**src/core/pdc_pkg.sv**
```systemverilog
// Package: offsets, field layout, reset values and carrier structs for the device block
package pdc_pkg;

  // Configuration offsets (byte addresses in configuration space)
  localparam logic [11:0] PDC_OFF_CAP_WORD = 12'h0a4;
  localparam logic [11:0] PDC_OFF_CTL_WORD = 12'h0a8;
  localparam logic [11:0] PDC_OFF_STS_WORD = 12'h0aa;

  // Capability word fields
  localparam int PDC_CAP_EXT_TAG_BIT = 5;
  localparam int PDC_CAP_PHANTOM_LSB = 3;
  localparam int PDC_CAP_MPS_LSB = 0;
  localparam logic [31:0] PDC_CAP_RESET = 32'h0000_0000;

  // Control word fields
  localparam int PDC_CTL_MPS_LSB = 5;
  localparam int PDC_CTL_UR_EN_BIT = 3;
  localparam int PDC_CTL_FATAL_EN_BIT = 2;
  localparam int PDC_CTL_NONFATAL_EN_BIT = 1;
  localparam int PDC_CTL_CORR_EN_BIT = 0;
  localparam logic [15:0] PDC_CTL_WMASK = 16'h00ef;
  localparam logic [15:0] PDC_CTL_RESET = 16'h0000;

  // Status word fields
  localparam int PDC_STS_PEND_BIT = 5;
  localparam int PDC_STS_UR_BIT = 3;
  localparam int PDC_STS_FATAL_BIT = 2;
  localparam int PDC_STS_NONFATAL_BIT = 1;
  localparam int PDC_STS_CORR_BIT = 0;
  localparam logic [3:0] PDC_STS_ERR_RESET = 4'h0;

  // Maximum payload encodings
  localparam logic [2:0] PDC_MPS_128 = 3'h0;
  localparam logic [12:0] PDC_MPS_128_BYTES = 13'h0080;

  // Error event bundle: index 3 UR, 2 fatal, 1 non-fatal, 0 correctable
  typedef struct packed {
    logic ur;
    logic fatal;
    logic nonfatal;
    logic corr;
  } pdc_err_t;

  // Configuration access request
  typedef struct packed {
    logic rd;
    logic wr;
    logic [11:0] addr;
    logic [3:0] be;
    logic [31:0] wdata;
  } pdc_cfg_req_t;

endpackage

```
**src/core/pdc_err_flags.sv**
```systemverilog
// Sticky write-one-to-clear detected-error flags
`timescale 1ns/10ps
`default_nettype none
module pdc_err_flags (
  // Clock and reset
  input wire logic clk,
  input wire logic rstn,
  // Events and clear
  input wire pdc_pkg::pdc_err_t detect,
  input wire pdc_pkg::pdc_err_t clear,
  // Flags
  output pdc_pkg::pdc_err_t flags
);
  import pdc_pkg::*;

  typedef struct packed {
    pdc_err_t flags;
  } pdc_ef_state_t;

  pdc_ef_state_t state;
  pdc_ef_state_t next_state;

  // Set beats clear; logged whatever the enables
  always_comb begin
    next_state = state;
    next_state.flags = (state.flags & ~clear) | detect;
  end

  // State register
  always_ff @(posedge clk or negedge rstn) begin
    if (!rstn) begin
      state <= '0;
    end else begin
      state <= next_state;
    end
  end

  assign flags = state.flags;
endmodule // pdc_err_flags
`default_nettype wire

```
**src/core/pdc_pend_track.sv**
```systemverilog
// Outstanding non-posted transaction counter
`timescale 1ns/10ps
`default_nettype none
module pdc_pend_track #(
  parameter int CNT_W = 8
) (
  // Clock and reset
  input wire logic clk,
  input wire logic rstn,
  // Events
  input wire logic issue,
  input wire logic retire,
  // Status
  output logic pending
);
  import pdc_pkg::*;

  // Refuse counter widths the logic cannot serve
  if (CNT_W < 1 || CNT_W > 16) begin : g_bad_cnt_w
    $error("pdc_pend_track: CNT_W out of range");
  end

  typedef struct packed {
    logic [CNT_W-1:0] count;
    logic pending;
  } pdc_pt_state_t;

  pdc_pt_state_t state;
  pdc_pt_state_t next_state;

  // Count up on issue, down on retire, saturating
  always_comb begin
    next_state = state;
    if (issue && !retire && state.count != {CNT_W{1'b1}}) begin
      next_state.count = state.count + 1'b1;
    end else if (retire && !issue && state.count != '0) begin
      next_state.count = state.count - 1'b1;
    end
    next_state.pending = (next_state.count != '0);
  end

  // State register
  always_ff @(posedge clk or negedge rstn) begin
    if (!rstn) begin
      state <= '0;
    end else begin
      state <= next_state;
    end
  end

  assign pending = state.pending;
endmodule // pdc_pend_track
`default_nettype wire

```
**src/core/pdc_dev_regs.sv**
```systemverilog
// Device capability, control and status registers of the root port
`timescale 1ns/10ps
`default_nettype none
module pdc_dev_regs #(
  parameter int PEND_CNT_W = 8
) (
  // Clock and reset
  input wire logic clk,
  input wire logic rstn,
  // Configuration access
  input wire pdc_pkg::pdc_cfg_req_t cfg_req,
  output logic [31:0] cfg_rdata,
  output logic cfg_rvalid,
  output logic cfg_hit,
  // Locally detected error events
  input wire pdc_pkg::pdc_err_t err_detect,
  // Non-posted transaction tracking
  input wire logic np_issue,
  input wire logic np_retire,
  // Transmit and receive payload limits
  input wire logic [12:0] tx_len_req,
  output logic [12:0] tx_len_max,
  output logic [12:0] rx_len_max,
  // Internal error reporting
  output pdc_pkg::pdc_err_t err_report
);
  import pdc_pkg::*;

  // Counter width the pending tracker can serve
  if (PEND_CNT_W < 1 || PEND_CNT_W > 16) begin : g_bad_pend_cnt_w
    $error("pdc_dev_regs: PEND_CNT_W out of range");
  end

  typedef struct packed {
    logic [15:0] ctl;
    logic [31:0] rdata;
    logic rvalid;
    logic [12:0] tx_len;
    pdc_err_t report;
  } pdc_dr_state_t;

  pdc_dr_state_t state;
  pdc_dr_state_t next_state;
  pdc_err_t flags;
  pdc_err_t clear;
  logic pending;
  logic sel_cap;
  logic sel_ctl;
  logic [31:0] cap_word;
  logic [15:0] sts_word;
  logic [15:0] ctl_wdata;
  logic [15:0] ctl_wmask_be;
  logic [12:0] mps_bytes;

  //////////////////////////////////////////////////////////////////////////////
  // Address decode: the dword at 0xa8 holds control (low) and status (high)
  assign sel_cap = (cfg_req.addr[11:2] == PDC_OFF_CAP_WORD[11:2]);
  assign sel_ctl = (cfg_req.addr[11:2] == PDC_OFF_CTL_WORD[11:2]);
  assign cfg_hit = sel_cap || sel_ctl;

  // Capability word: all fields fixed
  always_comb begin
    cap_word = PDC_CAP_RESET;
    cap_word[PDC_CAP_EXT_TAG_BIT] = 1'b0;
    cap_word[PDC_CAP_PHANTOM_LSB +: 2] = 2'h0;
    cap_word[PDC_CAP_MPS_LSB +: 3] = PDC_MPS_128;
  end

  // Status word image
  always_comb begin
    sts_word = 16'h0000;
    sts_word[PDC_STS_PEND_BIT] = pending;
    sts_word[PDC_STS_UR_BIT] = flags.ur;
    sts_word[PDC_STS_FATAL_BIT] = flags.fatal;
    sts_word[PDC_STS_NONFATAL_BIT] = flags.nonfatal;
    sts_word[PDC_STS_CORR_BIT] = flags.corr;
  end

  //////////////////////////////////////////////////////////////////////////////
  // Byte-enabled control write data
  assign ctl_wmask_be = {{8{cfg_req.be[1]}}, {8{cfg_req.be[0]}}} & PDC_CTL_WMASK;
  assign ctl_wdata = cfg_req.wdata[15:0];

  // Status write-one-to-clear, upper half of the dword
  always_comb begin
    clear = '0;
    if (cfg_req.wr && sel_ctl && cfg_req.be[2]) begin
      clear.ur = cfg_req.wdata[16 + PDC_STS_UR_BIT];
      clear.fatal = cfg_req.wdata[16 + PDC_STS_FATAL_BIT];
      clear.nonfatal = cfg_req.wdata[16 + PDC_STS_NONFATAL_BIT];
      clear.corr = cfg_req.wdata[16 + PDC_STS_CORR_BIT];
    end
  end

  // Payload size in bytes from the setting; reserved codes fall back to 128
  always_comb begin
    unique case (state.ctl[PDC_CTL_MPS_LSB +: 3])
      PDC_MPS_128: mps_bytes = PDC_MPS_128_BYTES;
      default: mps_bytes = PDC_MPS_128_BYTES;
    endcase
  end

  //////////////////////////////////////////////////////////////////////////////
  // Next-state logic
  always_comb begin
    next_state = state;
    next_state.rvalid = cfg_req.rd;
    // Control write, reserved bits held at zero
    if (cfg_req.wr && sel_ctl) begin
      next_state.ctl = (state.ctl & ~ctl_wmask_be) | (ctl_wdata & ctl_wmask_be);
    end
    // Read data; unmapped reads return zero
    if (cfg_req.rd) begin
      if (sel_cap) begin
        next_state.rdata = cap_word;
      end else if (sel_ctl) begin
        next_state.rdata = {sts_word, state.ctl};
      end else begin
        next_state.rdata = 32'h0000_0000;
      end
    end
    // Clamp transmit length to the set size
    next_state.tx_len = (tx_len_req > mps_bytes) ? mps_bytes : tx_len_req;
    // Internal reporting gated by enables; local events only
    next_state.report.ur = err_detect.ur && state.ctl[PDC_CTL_UR_EN_BIT];
    next_state.report.fatal = err_detect.fatal && state.ctl[PDC_CTL_FATAL_EN_BIT];
    next_state.report.nonfatal =
      err_detect.nonfatal && state.ctl[PDC_CTL_NONFATAL_EN_BIT];
    next_state.report.corr = err_detect.corr && state.ctl[PDC_CTL_CORR_EN_BIT];
  end

  // State register
  always_ff @(posedge clk or negedge rstn) begin
    if (!rstn) begin
      state <= '0;
      state.ctl <= PDC_CTL_RESET;
    end else begin
      state <= next_state;
    end
  end

  //////////////////////////////////////////////////////////////////////////////
  // Sticky flags, logged regardless of enables
  pdc_err_flags u_flags (
    .clk(clk),
    .rstn(rstn),
    .detect(err_detect),
    .clear(clear),
    .flags(flags)
  );

  // Pending transaction tracking
  pdc_pend_track #(
    .CNT_W(PEND_CNT_W)
  ) u_pend (
    .clk(clk),
    .rstn(rstn),
    .issue(np_issue),
    .retire(np_retire),
    .pending(pending)
  );

  // Outputs
  assign cfg_rdata = state.rdata;
  assign cfg_rvalid = state.rvalid;
  assign tx_len_max = state.tx_len;
  assign rx_len_max = mps_bytes;
  assign err_report = state.report;
endmodule // pdc_dev_regs
`default_nettype wire

```
**config.mk**
```make
export PLATFORM = sky130hd
export DESIGN_NAME = pdc_dev_regs
export DESIGN_NICKNAME = d
export VERILOG_FILES = /design/src/core/pdc_pkg.sv /design/src/core/pdc_err_flags.sv /design/src/core/pdc_pend_track.sv /design/src/core/pdc_dev_regs.sv
export SDC_FILE = /design/constraint.sdc
export NUM_CORES = 1
export LEC_CHECK = 0
export ABC_CLOCK_PERIOD_IN_PS = 2620
export BUFFER_PORTS_ARGS = -buffer_cell sky130_fd_sc_hd__buf_2
export CAP_MARGIN = 25
export CORE_MARGIN = 4
export CORE_UTILIZATION = 41
export DETAILED_ROUTE_END_ITERATION = 12
export HOLD_SLACK_MARGIN = 0.03
export PLACE_DENSITY = 0.76
export SLEW_MARGIN = 20
export SYNTH_ARGS = -nofsm -noshare
export SYNTH_HDL_FRONTEND = slang
export SYNTH_SLANG_ARGS = --single-unit
```
**constraint.sdc**
```tcl
create_clock -name clk -period 2.62 [get_ports clk]
set_clock_uncertainty 0.1 [all_clocks]
set_input_delay 0.524 -clock clk [delete_from_list [all_inputs] [get_ports clk]]
set_output_delay 0.524 -clock clk [all_outputs]
set_load 0.02 [all_outputs]
```
==> impl_metrics.json <==
{
  "antenna_found_initial": 0,
  "ios": 135,
  "period_minus_slack_ns": 2.577,
  "synth-async-reset-ratio_pct": 100.0,
  "clockRootBuffer": "clkbuf_8",
  "dieArea_um2": 7877,
  "post-cts-setup-buffers": 0,
  "drt_first_iter_violations": 32,
  "ys_seq_area_share_pct": 46.79,
  "grt_setup_unrepaired": "true",
  "syn_inst": 264,
  "port_buffers": 76,
  "yosys.area.top_type": "dfrtp_1",
  "path_max_fanout": 4,
  "synth_area_per_cell_um2": 10.13,
  "die_w_um": 88.76,
  "start_util_pct": 42.11,
  "vias_per_cell": 4.523,
  "fin_nets": 401,
  "p_total_uw": 2014,
  "dieHeight_um": 88.76,
  "wire_per_inst_um": 12.18,
  "relSlewSlack_pct": 59.83,
  "power.density_nw_per_um2": 675.6,
  "postRouteAntennaNets": 0,
  "grt_overflow_total": 0,
  "synth_area_um2": 2674,
  "cts_buffers": 5,
  "slowest_delay_ns": 0.45,
  "slew_viol_final": 0,
  "timing.final.crit_share_pct": 98.35,
  "worstMarginPinSlew_ns": 0.6026,
  "hold_class": "in2async",
  "synth_area_leaders": "dfrtp_1, buf_4, nand2_1, mux2_2, and2_1",
  "clk_pin_slew_worst_paths_ns": 0.09,
  "grt_pass1_wl_um": 7410,
  "first_pass_iters": 4,
  "fillers": 624,
  "h-tree-depth": 2,
  "gp_congestion": 0.8291,
  "maxCapViolCount": 0,
  "vias": 1832,
  "synth_edf_count": 0,
  "max-vdd-ir-drop_mv": 0.2774,
  "cp_slowest_cell": "dfrtp_2",
  "clock_latency_ns": 0.29,
  "hold_violations": 0,
  "ys.flop_type": "dfrtp_1",
  "num_rows": 29,
  "final_cell_area_um2": 2980,
  "crit_type": "reg2reg",
  "crit_path_end_kind": "flop",
  "synth-seq-cells": 50,
  "rrSetupSlack_ns": 0.04,
  "dpl_worst_slack_ns": 0.01651,
  "netlist_top_cells_count": "buf_4, dfrtp_1, nand2_1",
  "clock_path_buffers": 2,
  "hold_slack_ns": 0.1225,
  "area_delta_synth_final_pct": 11.46,
  "setup_viol": 0,
  "crit_path_frequent_cell": "or4_1",
  "ys_types": 50,
  "crit_arrival_ns": 2.65,
  "grt_pass1_vias": 1723,
  "worstPathRequired_ns": 2.69,
  "drcViolationCount": 0,
  "grt_max_degree": 29,
  "crit_chain": "inv_2 -> ha_1 -> or2b_1 -> o41ai_4 -> o22ai_2 -> xor2_1 -> or4_1 -> or4_1",
  "fin_ws_ns": 0.04330,
  "placed_area_um2": 2864,
  "setup_tns_ns": 0,
  "max_freq_mhz": 388.1,
  "startpoint_type": "flop",
  "track_usage_pct": 12.06,
  "numClockSinks": 50,
  "num_antenna_cells": 0,
  "post_route_cells_drive_above_1_share_pct": 35.67,
  "tritoncts": "done",
  "yosysMostFrequentCell": "buf_4",
  "power.leakage_uw": 0.001513,
  "netlist.area_leader.share_pct": 46.79,
  "synth-warning-count": 0,
  "status": "completed",
  "coreArea_um2": 6350,
  "wl_um": 4933,
  "ctsHoldBuffers": 0,
  "hpwl_um": 3907
}
## path summary, 6_finish.rpt
kind | cells after the start | startpoint | end
max in group asynchronous | 2 | rstn | u_pend.state[6]
hold / removal | 1 | rstn | cfg_rdata[18]
min in group clk | 2 | err_detect[1] | u_flags.flags[1]
setup / recovery | 8 | u_pend.state[1] | u_pend.pending
setup reg to reg | 8 | u_pend.state[1] | u_pend.pending
hold reg to reg | 2 | u_pend.pending | cfg_rdata[21]
## where the power goes
group	switching [uW]	total [uW]	internal, uW
Sequential	79.8	919	840
Clock	242	523	281
Combinational	328	571	244
Total	649	2010	1360
## through the flow
stage                     instances  utilization [%]
after CTS                       405            46.82
after floorplan                 300                -
after global placement          397            45.10
final                           405            46.94
after detailed placement        397            45.10
after global routing            405            46.94
## cells by family (layout without fill, tap and decap cells)
family | Yosys count | count (layout) | share of synthesized area [%]
AO/OA/AOI/OAI | 36 | 36 | 9.546
XOR/XNOR | 6 | 6 | 1.966
adder cells (fa/ha/maj) | 3 | 3 | 1.404
buffers and inverters | 85 | 113 | 21.81
flip-flops | 50 | 50 | 46.79
multiplexers | 8 | 8 | 3.323
other | 2 | 38 | 0.2809
AND/OR/NAND/NOR | 74 | 74 | 14.88
## final cells by class
type                    instances  area (um^2)  share of cell area [%]
flip-flops and latches         50         1254                   42.07
clock inverters                 3        40.04                   1.343
well taps                      77        96.34                   3.233
inverters                      15        56.30                   1.889
multi-input cells             165        979.7                   32.87
repair buffers                 90        485.5                   16.29
clock buffers                   5        68.82                   2.309
## cell usage in the layout, fill, tap and decap left out, types with 2 or more instances in the layout
master	n
buf_2	76
dfrtp_1	48
conb_1	38
nand2_1	26
o21ai_0	15
buf_4	14
inv_1	13
and2_1	12
mux2_2	7
nand3_1	6
nor2_1	5
clkbuf_8	5
nor4_1	4
a21o_1	4
nor3_1	3
xor2_1	3
xnor2_1	3
or4_1	3
ha_1	3
o22ai_1	2
o211ai_1	2
or3_1	2
inv_2	2
clkinv_2	2
dfrtp_2	2
## timing repair
item,CTS,global route
endpoints found under the hold margin,0,0
endpoints found under the setup margin,1,1
gates resized for setup,1,4
## critical path, delay by kind of cell, from the launching register on
family | cells | cell delay, ns
and+or+nand+nor | 3 | 1.09
DFF | 1 | 0.45
AOI/OAI and AO/OA | 2 | 0.42
xor gates and xnor gates | 1 | 0.16
adders and majority gates | 1 | 0.15
buffers and inverters | 1 | 0.07
## layer usage
layer	track usage, %	vias to the layer above	wire length, um
met4	3.297	0	61
li1	-	899	-
met1	14.70	853	2027
met5	0	-	0
met2	20.65	75	2329
met3	3.631	5	514
Note: power is estimated with default switching activity, not from simulation.
